--- src/pkg/acmp_regs.svh ---
// Register offsets, bit positions, reset values and timing counts for the
// comparator control block. Assumes a byte-wide register port.
// Summary of operation
// Comparator output passes a two-stage synchronizer before the result bit.
// Mux enable set and converter off: channel select picks negative input pin.
// Bandgap select replaces the positive pin with the bandgap reference.
// Power-off bit removes comparator power; clearing it restores operation.
// Flag sets when a synchronized output event matches the selected mode.
// Flag clears on interrupt acknowledge or a one written to it.
// Request only while flag, enable and global enable are all set.
// Mode 00 toggle, 01 reserved, 10 falling edge, 11 rising edge.
// Capture-route bit connects synchronized result to timer capture input.
// Software clears interrupt enable before changing the power-off bit.
// Software clears interrupt enable before changing the mode bits.
// Edges are found comparing current and previous synchronized values.
`ifndef ACMP_REGS_SVH
`define ACMP_REGS_SVH

`define ACMP_ADDR_W          4
`define ACMP_SFIO_OFFSET     4'h0
`define ACMP_CTRL_OFFSET     4'h1
`define ACMP_IRQ_STAT_OFFSET 4'h2
`define ACMP_IRQ_MASK_OFFSET 4'h3

`define ACMP_SFIO_MUXEN_BIT  3
`define ACMP_CTRL_PWROFF_BIT 7
`define ACMP_CTRL_BG_BIT     6
`define ACMP_CTRL_RESULT_BIT 5
`define ACMP_CTRL_FLAG_BIT   4
`define ACMP_CTRL_IEN_BIT    3
`define ACMP_CTRL_CAP_BIT    2
`define ACMP_CTRL_MODE_HI    1
`define ACMP_CTRL_MODE_LO    0

`define ACMP_SFIO_RESET      8'h00
`define ACMP_CTRL_RESET      8'h00
`define ACMP_MASK_RESET      8'h00
`define ACMP_SYNC_STAGES     2

`endif

--- src/pkg/acmp_pkg.sv ---
// Types shared by the comparator control block.
// Assumes acmp_regs.svh supplies the numeric constants.
package acmp_pkg;
  typedef enum logic [1:0] {
    ACMP_MODE_TOGGLE   = 2'h0,
    ACMP_MODE_RESERVED = 2'h1,
    ACMP_MODE_FALL     = 2'h2,
    ACMP_MODE_RISE     = 2'h3
  } acmp_mode_t;
endpackage

--- src/rtl/acmp_sync.sv ---
// Two-flop level synchronizer for the raw comparator output.
// Assumes the input is asynchronous to sys_clk.
`timescale 1ns/1ps
`default_nettype none
`include "acmp_regs.svh"
module acmp_sync (
  input  wire logic sys_clk,
  input  wire logic reset,
  input  wire logic async_in,
  output logic      sync_out
);
  logic [`ACMP_SYNC_STAGES-1:0] stage;

  // two-stage synchronizer. Only the second stage is read outside.
  always_ff @(posedge sys_clk or posedge reset) begin
    if (reset) begin
      stage <= '0;
    end else begin
      stage <= {stage[`ACMP_SYNC_STAGES-2:0], async_in};
    end
  end

  assign sync_out = stage[`ACMP_SYNC_STAGES-1];
endmodule
`default_nettype wire

--- src/rtl/acmp_edge.sv ---
// Edge detector on the synchronized comparator result with mode matching.
// Assumes the input is already in the sys_clk domain.
`timescale 1ns/1ps
`default_nettype none
module acmp_edge (
  input  wire logic              sys_clk,
  input  wire logic              reset,
  input  wire logic              level_in,
  input  wire acmp_pkg::acmp_mode_t mode,
  output logic                   event_hit
);
  logic prev;

  // previous-cycle copy for edge compare.
  always_ff @(posedge sys_clk or posedge reset) begin
    if (reset) begin
      prev <= 1'b0;
    end else begin
      prev <= level_in;
    end
  end

  // mode decode; the reserved code never fires.
  always_comb begin
    case (mode)
      acmp_pkg::ACMP_MODE_TOGGLE: event_hit = level_in ^ prev;
      acmp_pkg::ACMP_MODE_FALL:   event_hit = prev & ~level_in;
      acmp_pkg::ACMP_MODE_RISE:   event_hit = level_in & ~prev;
      default:                    event_hit = 1'b0;
    endcase
  end
endmodule
`default_nettype wire

--- src/rtl/acmp_ctrl.sv ---
// Digital control around an on-chip analog comparator: input selection,
// power control, output synchronization, edge interrupt and capture route.
// Assumes a simple byte register port, read data one cycle after the strobe,
// and analog muxes outside that obey the select outputs driven here.
//
// Decided for this implementation: the address map and strobed register access.
`timescale 1ns/1ps
`default_nettype none
`include "acmp_regs.svh"
module acmp_ctrl (
  input  wire logic                    sys_clk,
  input  wire logic                    reset,
  input  wire logic [`ACMP_ADDR_W-1:0] reg_addr,
  input  wire logic [7:0]              reg_wdata,
  input  wire logic                    reg_wr,
  input  wire logic                    reg_rd,
  output logic      [7:0]              reg_rdata,
  input  wire logic                    converter_enable,
  input  wire logic [2:0]              channel_select,
  input  wire logic                    global_irq_enable,
  input  wire logic                    irq_ack,
  input  wire logic                    comparator_raw,
  output logic                         neg_use_channel,
  output logic      [2:0]              neg_channel,
  output logic                         bandgap_select,
  output logic                         comparator_power_off,
  output logic                         capture_in,
  output logic                         comparator_irq,
  output logic                         irq_out
);
  // Software-held control bits, then the flag, synchronized result, event and status state.
  logic                 neg_input_mux_enable;
  logic                 comparator_irq_enable;
  logic                 capture_route_enable;
  acmp_pkg::acmp_mode_t irq_mode;
  logic                 comparator_irq_flag;
  logic                 sync_result;
  logic                 event_hit;
  logic [1:0]           irq_status;
  logic [1:0]           irq_mask;

  // Full-width reset images, so each field takes only its own bits.
  localparam logic [7:0] SFIO_RST = `ACMP_SFIO_RESET;
  localparam logic [7:0] MASK_RST = `ACMP_MASK_RESET;

  // Decode shared by every write and read path.
  function automatic logic hit(input logic [`ACMP_ADDR_W-1:0] a,
                               input logic [`ACMP_ADDR_W-1:0] off);
    hit = (a == off);
  endfunction

  logic wr_sfio;
  logic wr_ctrl;
  logic wr_stat;
  logic wr_mask;
  assign wr_sfio = reg_wr & hit(reg_addr, `ACMP_SFIO_OFFSET);
  assign wr_ctrl = reg_wr & hit(reg_addr, `ACMP_CTRL_OFFSET);
  assign wr_stat = reg_wr & hit(reg_addr, `ACMP_IRQ_STAT_OFFSET);
  assign wr_mask = reg_wr & hit(reg_addr, `ACMP_IRQ_MASK_OFFSET);

  // synchronize the raw output before any logic reads it.
  acmp_sync u_sync (
    .sys_clk  (sys_clk),
    .reset    (reset),
    .async_in (comparator_raw),
    .sync_out (sync_result)
  );

  // event matching against the selected mode.
  acmp_edge u_edge (
    .sys_clk   (sys_clk),
    .reset     (reset),
    .level_in  (sync_result),
    .mode      (irq_mode),
    .event_hit (event_hit)
  );

  // Multiplexer enable lives in the special function register.
  always_ff @(posedge sys_clk or posedge reset) begin
    if (reset) begin
      neg_input_mux_enable <= SFIO_RST[`ACMP_SFIO_MUXEN_BIT];
    end else if (wr_sfio) begin
      neg_input_mux_enable <= reg_wdata[`ACMP_SFIO_MUXEN_BIT];
    end
  end

  // Control register fields. R10 and R11 are software's duty; no interlock.
  always_ff @(posedge sys_clk or posedge reset) begin
    if (reset) begin
      comparator_power_off  <= 1'b0;
      bandgap_select        <= 1'b0;
      comparator_irq_enable <= 1'b0;
      capture_route_enable  <= 1'b0;
      irq_mode              <= acmp_pkg::ACMP_MODE_TOGGLE;
    end else if (wr_ctrl) begin
      // power-off written at any time.
      comparator_power_off  <= reg_wdata[`ACMP_CTRL_PWROFF_BIT];
      // bandgap substitution select.
      bandgap_select        <= reg_wdata[`ACMP_CTRL_BG_BIT];
      comparator_irq_enable <= reg_wdata[`ACMP_CTRL_IEN_BIT];
      capture_route_enable  <= reg_wdata[`ACMP_CTRL_CAP_BIT];
      irq_mode <= acmp_pkg::acmp_mode_t'(
        reg_wdata[`ACMP_CTRL_MODE_HI:`ACMP_CTRL_MODE_LO]);
    end
  end

  // flag set by a matching event; set wins over any clear.
  // cleared by vector acknowledge or a one written to the flag.
  always_ff @(posedge sys_clk or posedge reset) begin
    if (reset) begin
      comparator_irq_flag <= 1'b0;
    end else if (event_hit) begin
      comparator_irq_flag <= 1'b1;
    end else if (irq_ack ||
                 (wr_ctrl && reg_wdata[`ACMP_CTRL_FLAG_BIT])) begin
      comparator_irq_flag <= 1'b0;
    end
  end

  // negative input selection, registered toward the analog mux.
  always_ff @(posedge sys_clk or posedge reset) begin
    if (reset) begin
      neg_use_channel <= 1'b0;
      neg_channel     <= 3'h0;
    end else begin
      neg_use_channel <= neg_input_mux_enable & ~converter_enable;
      neg_channel     <= channel_select;
    end
  end

  // capture route; held low when the route is off so no edge leaks.
  always_ff @(posedge sys_clk or posedge reset) begin
    if (reset) begin
      capture_in <= 1'b0;
    end else begin
      capture_in <= capture_route_enable & sync_result;
    end
  end

  // request needs flag, local enable and global enable together.
  always_ff @(posedge sys_clk or posedge reset) begin
    if (reset) begin
      comparator_irq <= 1'b0;
    end else begin
      comparator_irq <= comparator_irq_flag & comparator_irq_enable
                        & global_irq_enable;
    end
  end

  // Sticky status: bit 0 comparator event, bit 1 capture-route edge.
  // Set wins over write-one-to-clear so no event is lost.
  logic cap_prev;
  always_ff @(posedge sys_clk or posedge reset) begin
    if (reset) begin
      cap_prev <= 1'b0;
    end else begin
      cap_prev <= capture_in;
    end
  end

  logic [1:0] stat_set;
  assign stat_set = {capture_in ^ cap_prev, event_hit};

  genvar gi;
  generate
    for (gi = 0; gi < 2; gi++) begin : g_stat
      always_ff @(posedge sys_clk or posedge reset) begin
        if (reset) begin
          irq_status[gi] <= 1'b0;
        end else if (stat_set[gi]) begin
          irq_status[gi] <= 1'b1;
        end else if (wr_stat && reg_wdata[gi]) begin
          irq_status[gi] <= 1'b0;
        end
      end
    end
  endgenerate

  // Mask register of the same layout as the status register.
  always_ff @(posedge sys_clk or posedge reset) begin
    if (reset) begin
      irq_mask <= MASK_RST[1:0];
    end else if (wr_mask) begin
      irq_mask <= reg_wdata[1:0];
    end
  end

  // Level interrupt, registered so the top output comes from a flop.
  always_ff @(posedge sys_clk or posedge reset) begin
    if (reset) begin
      irq_out <= 1'b0;
    end else begin
      irq_out <= |(irq_status & irq_mask);
    end
  end

  // Read data, valid only the cycle after the strobe; zero otherwise.
  logic [7:0] rd_mux;
  always_comb begin
    rd_mux = 8'h00;
    if (hit(reg_addr, `ACMP_SFIO_OFFSET)) begin
      rd_mux[`ACMP_SFIO_MUXEN_BIT] = neg_input_mux_enable;
    end else if (hit(reg_addr, `ACMP_CTRL_OFFSET)) begin
      rd_mux = {comparator_power_off, bandgap_select, sync_result,
                comparator_irq_flag, comparator_irq_enable,
                capture_route_enable, irq_mode};
    end else if (hit(reg_addr, `ACMP_IRQ_STAT_OFFSET)) begin
      rd_mux = {6'h00, irq_status};
    end else if (hit(reg_addr, `ACMP_IRQ_MASK_OFFSET)) begin
      rd_mux = {6'h00, irq_mask};
    end
  end

  always_ff @(posedge sys_clk or posedge reset) begin
    if (reset) begin
      reg_rdata <= 8'h00;
    end else if (reg_rd) begin
      reg_rdata <= rd_mux;
    end else begin
      reg_rdata <= 8'h00;
    end
  end
endmodule
`default_nettype wire

--- config.mk ---
export PLATFORM = sky130hd
export DESIGN_NAME = acmp_ctrl
export DESIGN_NICKNAME = d
export VERILOG_FILES = /design/src/pkg/acmp_pkg.sv /design/src/rtl/acmp_sync.sv /design/src/rtl/acmp_edge.sv /design/src/rtl/acmp_ctrl.sv
export VERILOG_INCLUDE_DIRS = /design/src /design/src/pkg
export SDC_FILE = /design/constraint.sdc
export NUM_CORES = 1
export LEC_CHECK = 0
export BUFFER_PORTS_ARGS = -buffer_cell sky130_fd_sc_hd__clkbuf_2
export CORE_AREA = 2 2 47 58
export DETAILED_ROUTE_END_ITERATION = 10
export DIE_AREA = 0 0 49 60
export GPL_TIMING_DRIVEN = 0
export PLACE_DENSITY = 0.87
export REMOVE_ABC_BUFFERS = 1
export SLEW_MARGIN = 25
export SYNTH_ARGS = -nofsm -noshare
export SYNTH_HDL_FRONTEND = slang
export SYNTH_SLANG_ARGS = --single-unit
--- constraint.sdc ---
create_clock -name sys_clk -period 3.3 [get_ports sys_clk]
set_clock_uncertainty 0.2 [all_clocks]
set_input_delay 0.66 -clock sys_clk [delete_from_list [all_inputs] [get_ports sys_clk]]
set_output_delay 0.66 -clock sys_clk [all_outputs]
set_load 0.02 [all_outputs]
* Word level (Yosys, flattened, before mapping)
Index checks and enable logic that the tools add are counted.
Widths: inputs -> output; s select.
** Operators by class
- Eq/ne operators :: 5
- Multiplexer cells :: 14
- Bitwise gates (word level) :: 16
- Reduce and logical (&&, ||, !) cells :: 10
** Operator list (count)
- $mux 8 :: 3
- $and 1x1->1 :: 10
- $eq 4x2->1 const B :: 2
- $mux 1 :: 7
- $reduce_bool 2->1 :: 3
- $eq 2x2->1 const B :: 2
- $eq 4x1->1 const B :: 1
- $logic_not 4->1 :: 1
- $mux 4 :: 1
- $logic_and 1x1->1 :: 3
- $mux 3 :: 1
- $not 1->1 :: 3
- $pmux 1 s3 :: 1
- $and 2x2->2 :: 1
- $logic_not 2->1 :: 1
- $mux 2 :: 1
- $reduce_or 2->1 :: 1
- $xor 1x1->1 :: 2
- $logic_or 1x1->1 :: 1
** Storage, ports and cells
- Flip-flop bits (word level) :: 31
- Input port bits :: 23
- Logic and storage cells :: 64

* Longest topological paths before layout
Gate-level depths: netlist of the first run.
- Depth in word-level cells :: 6
- Gate-level depth with buffers :: 5
- Gate-level depth less buffers :: 5

* Modules after synthesis
A second synthesis of the first run with hierarchy kept.
** Unflattened totals
- Cells, all modules :: 86
- Area, all modules :: 1224.9 um2
** Modules (own cells, without submodules)
- acmp_ctrl :: instances 1, cells an instance 73, area each 1072.3 um2
- acmp_edge :: instances 1, cells an instance 10, area each 98.8 um2
- acmp_sync :: instances 1, cells an instance 3, area each 53.8 um2

* Worst setup path after synthesis of the first run
Ideal clock, no wire load.
- Path kind :: input-to-reg
- Start :: input port reg_addr[1]
- End :: register neg_input_mux_enable
- Data arrival time :: 1.558 ns
- Data required time :: 2.975 ns
- Slack :: 1.417 ns
- Stages on the path :: 3
- Buffers on the path :: 0
- Path through :: or3_4 nor3b_2 mux2_2
** On the way
- Word-level cells in the longest chain between the ends :: 2
** RTL lines
- start: declaration :: RTL line acmp_ctrl.sv:13 : input wire logic [`ACMP_ADDR_W-1:0] reg_addr,
- $logic_not 4->1 :: RTL line acmp_ctrl.sv:49 : hit = (a == off);
- $and 1x1->1 :: RTL line acmp_ctrl.sv:56 : assign wr_sfio = reg_wr & hit(reg_addr, `ACMP_SFIO_OFFSET);
- end signal: assignment :: RTL line acmp_ctrl.sv:81 : neg_input_mux_enable <= SFIO_RST[`ACMP_SFIO_MUXEN_BIT];
- end signal: assignment :: RTL line acmp_ctrl.sv:83 : neg_input_mux_enable <= reg_wdata[`ACMP_SFIO_MUXEN_BIT];
- end: declaration :: RTL line acmp_ctrl.sv:32 : logic neg_input_mux_enable;
No other way between the ends.
A chain may end at the register's enable or synchronous reset.

* Worst setup path in the final report of the first run
- Start :: register capture_in
- End :: output port capture_in
** RTL lines
- start: declaration :: RTL line acmp_ctrl.sv:27 : output logic capture_in,
- start signal: assignment :: RTL line acmp_ctrl.sv:136 : capture_in <= capture_route_enable & sync_result;
No word-level cell between the ends.

==> metrics.txt, run 1 <==
Tightest Pin Transition 0.596 ns; CTS tree built; Netlist cell types 27; Avg Inst Size Synth roughly 14 sq um; Slowest-stage cell, CP dfrtp_1; first-pass GRT wire length roughly 3200 microns; hold buffer count at CTS 0; setup TNS 0 ns; vias in the first global route about 750; die width between 40 and 50 microns; initial antenna violation count 0; ys async rst share 1.00; top cells by count, synth dfrtp_1 (31), mux2_2 (9), and2_1 (6); total gr overflow 0; final WL 1980 microns; CTS buffer count 5; Worst Path Buf+Inv 1; dpl cells 159; max_slew headroom 0.602; final setup fails 0; clk slew on worst S/H paths about 0.10 ns; sequential area share after synthesis 0.644; Max clock buf depth 2; critical path class flip-flop to output pin; cell taking the most area after synthesis dfrtp_1; final hold violation count 0; core area approximately 2400 sq um; PostCTS Resize Cnt 0; cell family with most CP delay flip-flops; Via density roughly 4.7; Cell Area, Synth between 1000 and 1500 sq um; critical path required time approximately 2.4 ns; clk_lat worst skew around 0.33 ns; CP Cell Sequence clkbuf_2; Root Buffer clkbuf_4; Area growth syn-to-layout 25.5%; Final WS setup 1.54 ns; #FFs+latches synth 31; Total Nets Final 158; share of post-route cells with drive strength above 1 0.448; Initial Utilization 0.496; Synth area leaders dfrtp_1 (64%), mux2_2 (8.4%), and2_1 (3.1%), ha_1 (2.1%), nor2b_1 (2.1%); postcts setup bufs 0; dpl hpwl between 1500 and 2000 microns; H-tree Lvls 2; Post-synth EDFFs 0; most frequent cell after synthesis dfrtp_1; DRC Markers 0; # rows 20; Place WS 1.22 ns; slowest stage delay, CP ~0.41 ns; TritonRoute pass-1 iters 3; area of the multi-input gates approximately 410 sq um; LEAKAGE 0.768 nW; pin count of the biggest net entering global routing 32; vias between 700 and 800; Layout Cells excl Fill around 170; Inserted Diodes 0; FILL cells ~210; die area slightly below 3000 sq um; ANT nets after route 0; register area 776 sq um; post-route clock period utilization 0.532; Max Cap Viol 0; critical path arrival 0.90 ns; Final min period about 1.8 ns; pwr dens between 500 and 600 nW/um^2; outcome completed; drt first-iter violations 3; RSZ-0062 raised after global routing false; Startpoint Class flip-flop; drt wl/cell between 10 and 15 microns; gpl congestion about 0.75; Peak Freq approximately 570 MHz; Slew Limit Fails 0; Top FF cell, synth dfrtp_1; input/output buffers 38; worst hold-check path type input port to async pin; cells after synthesis 89; Worst Setup End Kind output pin; io pins 40; die height 60 microns; YS warnings 0; Max FO, Critical Path 3; area share of the largest cell type after synthesis 0.644; Worst IR Drop VDD 0.341 mV; gr usage total 0.152; clk sink count 31
## per-layer routing
layer / global-route usage / vias to the layer above / part of all wire
li1: - / 398 / -
met1: 0.156 / 365 / 0.40
met2: 0.262 / 16 / 0.53
met3: 0.0375 / 8 / 0.031
met4: 0.135 / 0 / 0.034
met5: 0 / - / 0
## cells in the final DEF (no fill, tap or decap)
master | synthesis | layout
clkbuf_8 | 0 | 1
nor4_1 | 2 | 2
or3b_2 | 1 | 1
xnor2_1 | 1 | 1
o31a_1 | 1 | 1
a22o_1 | 1 | 1
nor3b_1 | 1 | 1
o21ai_0 | 2 | 2
nand4bb_1 | 1 | 1
inv_2 | 0 | 1
clkinv_2 | 0 | 1
bufinv_16 | 0 | 1
nand2b_1 | 3 | 3
and2_1 | 6 | 6
and2b_2 | 1 | 1
nand3_1 | 2 | 2
inv_1 | 3 | 2
ha_1 | 2 | 2
a41o_1 | 1 | 1
dfrtp_1 | 31 | 31
mux2i_1 | 1 | 1
and3_1 | 1 | 1
clkbuf_4 | 0 | 5
nand4_1 | 1 | 1
nor2b_1 | 4 | 4
a21oi_1 | 4 | 4
mux2_2 | 9 | 9
nor3b_2 | 1 | 1
nor2_1 | 3 | 3
nand2_1 | 4 | 4
or3_4 | 1 | 1
clkbuf_2 | 0 | 38
## worst paths after layout
| path | from | endpoint | slack (ns) | depth (start not counted) |
|---|---|---|---|---|
| worst max-delay path | capture_in | capture_in | 1.54 | 1 |
| worst min-delay path | reset | neg_channel[0] | 0.16 | 2 |
| worst max register to register | u_sync.stage[1] | comparator_irq_flag | 1.86 | 5 |
| worst min register to register | u_sync.stage[0] | u_sync.stage[1] | 0.16 | 0 |
| max in group asynchronous | reset | reg_rdata[4] | 2.33 | 2 |
| min in group sys_clk | u_sync.stage[0] | u_sync.stage[1] | 0.16 | 0 |
## cells by family after synthesis
family	Yosys count	synth area share
buffers and inverters	4	0.0187
and+or+nand+nor	32	0.168
AOI/OAI and AO/OA	9	0.0478
adders and majority gates	2	0.0208
DFF	31	0.644
muxes	10	0.0925
xor gates and xnor gates	1	0.00728
## per-stage QoR
step                      area (sq um)   util  power (mW)  hold slack, ns
after floorplan                   1190      -       0.544           0.131
after global placement            1420  0.587       0.590           0.137
after detailed placement          1420  0.587       0.597           0.150
after CTS                         1510  0.622       0.898           0.170
after global routing              1510  0.622       0.932           0.175
final                             1510  0.622       0.888           0.162
## final cells by class
| cell class | count | area share |
|---|---|---|
| clock buffers | 6 | 0.0340 |
| clock inverters | 2 | 0.0232 |
| inverters | 3 | 0.00746 |
| flip-flops and latches | 31 | 0.514 |
| multi-input cells | 54 | 0.268 |
| repair buffers | 38 | 0.126 |
| well taps | 33 | 0.0273 |
## power by group
| group | switching, mW | leakage [nW] | internal [mW] |
|---|---|---|---|
| combinational | 0.0671 | 0.335 | 0.0635 |
| clock | 0.122 | 0.0482 | 0.179 |
| sequential | 0.0295 | 0.385 | 0.426 |
## state kept, by name (all words and copies together), names as in the netlist, 2 cells and up
signal and cells:
reg_rdata 8, neg_channel 3, irq_mask 2, irq_mode 2, irq_status 2, u_sync.stage 2
## worst reg2reg max path: cells and delay by family (launching register included)
kind            cells  cell delay [ns]
compound gates      1             0.25
simple gates        2             0.20
flops               1             0.40
buf+inv             1             0.06
fa+ha+maj           1             0.28
Note: power is estimated with default switching activity, not from simulation.
==> inputs of run 2 (changes only) <==
--- a/config.mk
+++ b/config.mk
@@ -7,11 +7,11 @@
 export NUM_CORES = 1
 export LEC_CHECK = 0
 export BUFFER_PORTS_ARGS = -buffer_cell sky130_fd_sc_hd__clkbuf_2
-export CORE_AREA = 2 2 47 58
+export CORE_AREA = 2 2 51 63
 export DETAILED_ROUTE_END_ITERATION = 10
-export DIE_AREA = 0 0 49 60
+export DIE_AREA = 0 0 53 65
 export GPL_TIMING_DRIVEN = 0
-export PLACE_DENSITY = 0.87
+export PLACE_DENSITY = 0.79
 export REMOVE_ABC_BUFFERS = 1
 export SLEW_MARGIN = 25
 export SYNTH_ARGS = -nofsm -noshare
==> constraint.sdc (replaced) <==
create_clock -name sys_clk -period 1.54 [get_ports sys_clk]
set_clock_uncertainty 0.2 [all_clocks]
set_input_delay 0.308 -clock sys_clk [delete_from_list [all_inputs] [get_ports sys_clk]]
set_output_delay 0.308 -clock sys_clk [all_outputs]
set_load 0.02 [all_outputs]
==> metrics.txt, run 2 (synthesis results as in run 1) <==
DRC Markers 0; outcome completed; total gr overflow 0; # rows 22; Worst Setup End Kind flip-flop; pin count of the biggest net entering global routing 32; dpl hpwl roughly 1700 microns; Tightest Pin Transition 0.622 ns; die area approximately 3400 sq um; drt first-iter violations 22; critical path class flip-flop to flip-flop; gpl congestion around 0.85; total power 2.06 mW; die width roughly 53 microns; Max clock buf depth 2; initial antenna violation count 0; io pins 40; clk slew on worst S/H paths 0.09 ns; input/output buffers 38; Slowest-stage cell, CP dfrtp_1; worst r2r path cells 5; DP Area between 1000 and 1500 sq um; final hold violation count 0; Worst IR Drop VDD 0.687 mV; worst hold-check path type input port to flip-flop; post-route clock period utilization 0.946; slowest stage delay, CP about 0.40 ns; Largest regs reg_rdata: 8 flops, neg_channel: 3 flops; first-pass GRT wire length ~3600 microns; RSZ-0062 raised after global routing false; Inserted Diodes 0; final setup fails 0; max reg flops 8; ANT nets after route 0; Top reg by flops reg_rdata; Total Nets Final between 150 and 200; Worst Hold End capture_route_enable; CTS tree built; Reg2Reg Setup Slack 0.08 ns; LEAKAGE roughly 0.81 nW; cell family with most CP delay flip-flops; CP Cell Sequence inv_1, ha_1, nor2b_1, o31a_1, nand2_1; Util after Layout 0.558; core area 2890 sq um; clk_lat worst skew about 0.33 ns; most frequent cells in the layout clkbuf_2 (38), dfrtp_1 (31), mux2_2 (9); Min Hold Slack 0.00819 ns; Startpoint Class flip-flop; drt wl/cell 13.1 microns; Hold Path Depth 2; H-tree Lvls 2; R2R Path Start u_sync.stage[1]; Root Buffer clkbuf_4; vias between 800 and 900; share of post-route cells with drive strength above 1 0.427; Final min period approximately 1.5 ns; critical path required time approximately 1.6 ns; Reg2Reg Capture Point irq_status[0]; Slew Limit Fails 0; vias in the first global route approximately 860; Min-Delay Startpoint reg_wdata[2]; leading cell type in the layout, fill and taps excluded clkbuf_2; Initial Utilization 0.416; Worst Path Buf+Inv 1; final WL roughly 2300 microns; Peak Freq 687 MHz; Layout Cells excl Fill roughly 180; CTS buffer count 5; TritonRoute pass-1 iters 4; critical path arrival approximately 1.5 ns; Max Cap Viol 0; Area growth syn-to-layout 34.1%; post-route cell area roughly 1600 sq um; clk sink count 31; CP startpoint u_sync.stage[1]; Max FO, Critical Path 4; pwr dens around 1300 nW/um^2; dpl cells ~160; gr usage total 0.152; Via density slightly below 5; die height around 65 microns; max_slew headroom 0.585
-- run 2: cell types whose count changed in the layout (fill, tap and decap cells not counted) --
cell,previous run,this run
clkbuf_8,1,0
dlygate4sd3_1,0,7
clkinv_2,1,0
bufinv_16,1,2
buf_4,0,2
clkbuf_1,0,1
-- run 2: per-layer routing --
layer	wire (microns)	global-route usage
met2	1380	0.273
met5	0	0
met1	791	0.140
met4	34	0.0705
met3	142	0.0668
-- run 2: worst max-delay path by stage --
| stage | to | cells past startpoint |
|---|---|---|
| floorplan | neg_input_mux_enable | 3 |
| global placement | neg_input_mux_enable | 4 |
| detailed placement | neg_input_mux_enable | 4 |
| CTS | irq_status[0] | 5 |
| global route | irq_status[0] | 5 |
| finish | irq_status[0] | 5 |
-- run 2: cell type report --
class | instances | area, sq um
well taps | 36 | 45.0
inverters | 3 | 11.3
repair buffers | 47 | 275
clock buffers | 6 | 41.3
multi-input cells | 54 | 405
clock inverters | 2 | 60.1
flip-flops and latches | 31 | 776
fillers | 237 | 1280
-- run 2: stage by stage --
step	worst slack, ns	TNS, ns
final	0.0839	0
after global routing	0.00975	0
after CTS	0.0493	0
after detailed placement	-0.193	-1.75
after global placement	-0.167	-1.47
after floorplan	0.00867	0
-- run 2: worst register-to-register path, delay by kind of cell, from the launching register on --
family                   cells  cell delay, ns
buffers and inverters        1            0.06
AO/OA/AOI/OAI                1            0.26
flip-flops                   1            0.40
adder cells (fa/ha/maj)      1            0.28
AND/OR/NAND/NOR              2            0.20
-- run 2: power breakdown --
| part | switching, mW | internal (mW) | leakage (nW) |
|---|---|---|---|
| combinational | 0.149 | 0.151 | 0.374 |
| sequential | 0.0661 | 0.913 | 0.385 |
| clock | 0.271 | 0.507 | 0.0525 |
| total | 0.487 | 1.57 | 0.811 |
-- run 2: repair_timing --
item                                   in CTS  in global routing
hold buffers                                6                  1
buffers inserted                            0                  2
setup endpoints to repair                   0                  2
endpoints found under the hold margin      36                  1
gates resized for setup                     0                  0
==> inputs of run 3 (changes only) <==
--- a/config.mk
+++ b/config.mk
@@ -7,13 +7,15 @@
 export NUM_CORES = 1
 export LEC_CHECK = 0
 export BUFFER_PORTS_ARGS = -buffer_cell sky130_fd_sc_hd__clkbuf_2
-export CORE_AREA = 2 2 51 63
+export CORE_AREA = 2 2 52 63
 export DETAILED_ROUTE_END_ITERATION = 10
-export DIE_AREA = 0 0 53 65
+export DIE_AREA = 0 0 54 65
 export GPL_TIMING_DRIVEN = 0
-export PLACE_DENSITY = 0.79
+export PLACE_DENSITY = 0.78
 export REMOVE_ABC_BUFFERS = 1
+export SETUP_SLACK_MARGIN = 0.2
 export SLEW_MARGIN = 25
 export SYNTH_ARGS = -nofsm -noshare
 export SYNTH_HDL_FRONTEND = slang
+export SYNTH_HIERARCHICAL = 1
 export SYNTH_SLANG_ARGS = --single-unit
==> metrics.txt, run 3 <==
die area 3510 sq um; final hold violation count 0; RSZ-0062 raised after global routing true; # rows 22; Place WS -0.151 ns; sequential power share 0.479; ANT nets after route 0; clk sink count 31; cell taking the most area after synthesis dfrtp_1; pwr dens 1130 nW/um^2; CTS buffer count 5; setup TNS 0 ns; gr usage total 0.160; Final WS setup ~0.11 ns; met2 GRT Util 0.285; YS warnings 6; Comb power frac 0.210; Top reg by flops reg_rdata; Peak Freq ~700 MHz; vias around 860; LEAKAGE between 0.9 and 1 nW; Post-synth EDFFs 0; Max FO, Critical Path 2; Max clock buf depth 2; sequential area share after synthesis 0.633; dpl hpwl ~1600 microns; io pins 40; Via density between 4 and 5; drt first-iter violations 13; switching power around 510 uW; max_slew headroom 0.631; Sw Share 0.246; Startpoint Class flip-flop; first-pass GRT wire length 3900 microns; met1 Usage GRT 0.157; DRC Markers 0; input/output buffers 38; ys async rst share 1.00; clk slew on worst S/H paths about 0.09 ns; Slew Limit Fails 0; H-tree Lvls 2; Worst IR Drop VDD between 1 and 1.5 mV; total power between 2 and 2.5 mW; Largest regs reg_rdata: 8 flops, neg_channel: 3 flops; clk_lat worst skew about 0.32 ns; most frequent cells in the layout dfrtp_1 (30), clkbuf_2 (21), buf_6 (15); Worst Setup End Kind flip-flop; Tightest Pin Transition about 0.55 ns; top cells by count, synth dfrtp_1 (31), mux2_2 (11), and2_1 (6), inv_1 (6); most frequent cell after synthesis dfrtp_1; die height approximately 65 microns; CTS tree built; cells after synthesis 86; Top FF cell, synth dfrtp_1; Final min period roughly 1.4 ns; share of post-route cells with drive strength above 1 0.541; outcome completed; Area growth syn-to-layout 49.0%; Netlist cell types 25; Root Buffer clkbuf_4; Power Internal 1.56 mW; clock share of power 0.310; area share of the largest cell type after synthesis 0.633; Layout Cells excl Fill 182; drt wl/cell approximately 13 microns; dpl cells 158; critical path class flip-flop to flip-flop; Total Nets Final 170; leading cell type in the layout, fill and taps excluded dfrtp_1; Synth area leaders dfrtp_1 (63%), mux2_2 (10%), and2_1 (3.1%), ha_1 (2.0%), inv_1 (1.8%); max reg flops 8; core area 2970 sq um; #FFs+latches synth 31; busiest layer in global routing met2; initial antenna violation count 0; Initial Utilization 0.412; TritonRoute pass-1 iters 4; worst hold-check path type input port to flip-flop; critical path required time 1.56 ns; grt met3 use 0.0484; Max Cap Viol 0; Inserted Diodes 0; Cell Area, Synth 1220 sq um; final WL about 2400 microns; vias in the first global route ~930; Avg Inst Size Synth 14.2 sq um; total gr overflow 0; gpl congestion 0.736; pin count of the biggest net entering global routing 29; post-route clock period utilization 0.926; critical path arrival 1.45 ns; final setup fails 0; die width 54 microns
-- run 3: changes by cell type after synthesis, sizes merged, moves of 2 or more --
cell	delta
a21oi	-4
inv	+3
nand2	-3
nand2b	-3
a21o	+2
a22oi	+2
mux2	+2
nor4	-2
o21ai	-2
-- run 3: path summary, 6_finish.rpt --
check,slack (ns),start,cells after the start,endpoint
max,0.11,u_edge/prev,4,comparator_irq_flag
min,0.01,reg_wdata[6],2,bandgap_select
max reg2reg,0.11,u_edge/prev,4,comparator_irq_flag
min reg2reg,0.17,u_sync/stage[0],0,u_sync/stage[1]
max in group asynchronous,0.30,reset,4,u_sync/stage[1]
min in group asynchronous,0.36,reset,3,capture_in
-- run 3: final cells by class --
class / instances / area, sq um
inverters: 6 / 22.5
clock inverters: 2 / 35.0
flip-flops and latches: 31 / 777
multi-input cells: 47 / 453
clock buffers: 6 / 51.3
well taps: 36 / 45.0
fillers: 233 / 1150
repair buffers: 54 / 442
-- run 3: critical path: stages (launching register included) --
cell	delay, ns
dfrtp_1	0.42
ha_4	0.27
nor2b_4	0.15
o31ai_4	0.07
a31o_2	0.22
-- run 3: what timing repair did --
item / in CTS / in global routing
gates resized for setup: 7 / 50
hold buffers: 7 / 1
setup endpoints to repair: 21 / 22
pin swaps: 1 / 2
gates cloned: 0 / 0
hold endpoints to repair: 9 / 28
setup buffers: 4 / 4
-- run 3: per-layer routing --
layer	share of wire	wire length, microns
met1	0.36	875
met2	0.58	1410
met3	0.046	112
met4	0.019	46
met5	0	0
-- run 3: power by group through the flow --
stage / logic (mW) / registers [mW] / clock network (mW)
floorplan: 0.157 / 1.03 / 0
global placement: 0.298 / 0.987 / 0
detailed placement: 0.306 / 0.996 / 0
CTS: 0.382 / 0.982 / 0.666
global route: 0.473 / 1.01 / 0.696
finish: 0.436 / 0.993 / 0.643
-- run 3: stage by stage --
stage	util	hold WS, ns	area [sq um]
after CTS	0.562	0.00267	1670
after detailed placement	0.488	-0.0512	1450
after global routing	0.614	0.00680	1830
final	0.614	0.0132	1830
after global placement	0.488	-0.0525	1450
after floorplan	-	-0.163	1210
-- run 3: cell families after synthesis --
kind of cell | count (synthesis) | share of synthesized area
flops | 31 | 0.633
fa+ha+maj | 2 | 0.0204
buf+inv | 8 | 0.0266
mux | 12 | 0.109
xor+xnor | 1 | 0.00715
simple gates | 25 | 0.154
compound gates | 7 | 0.0490
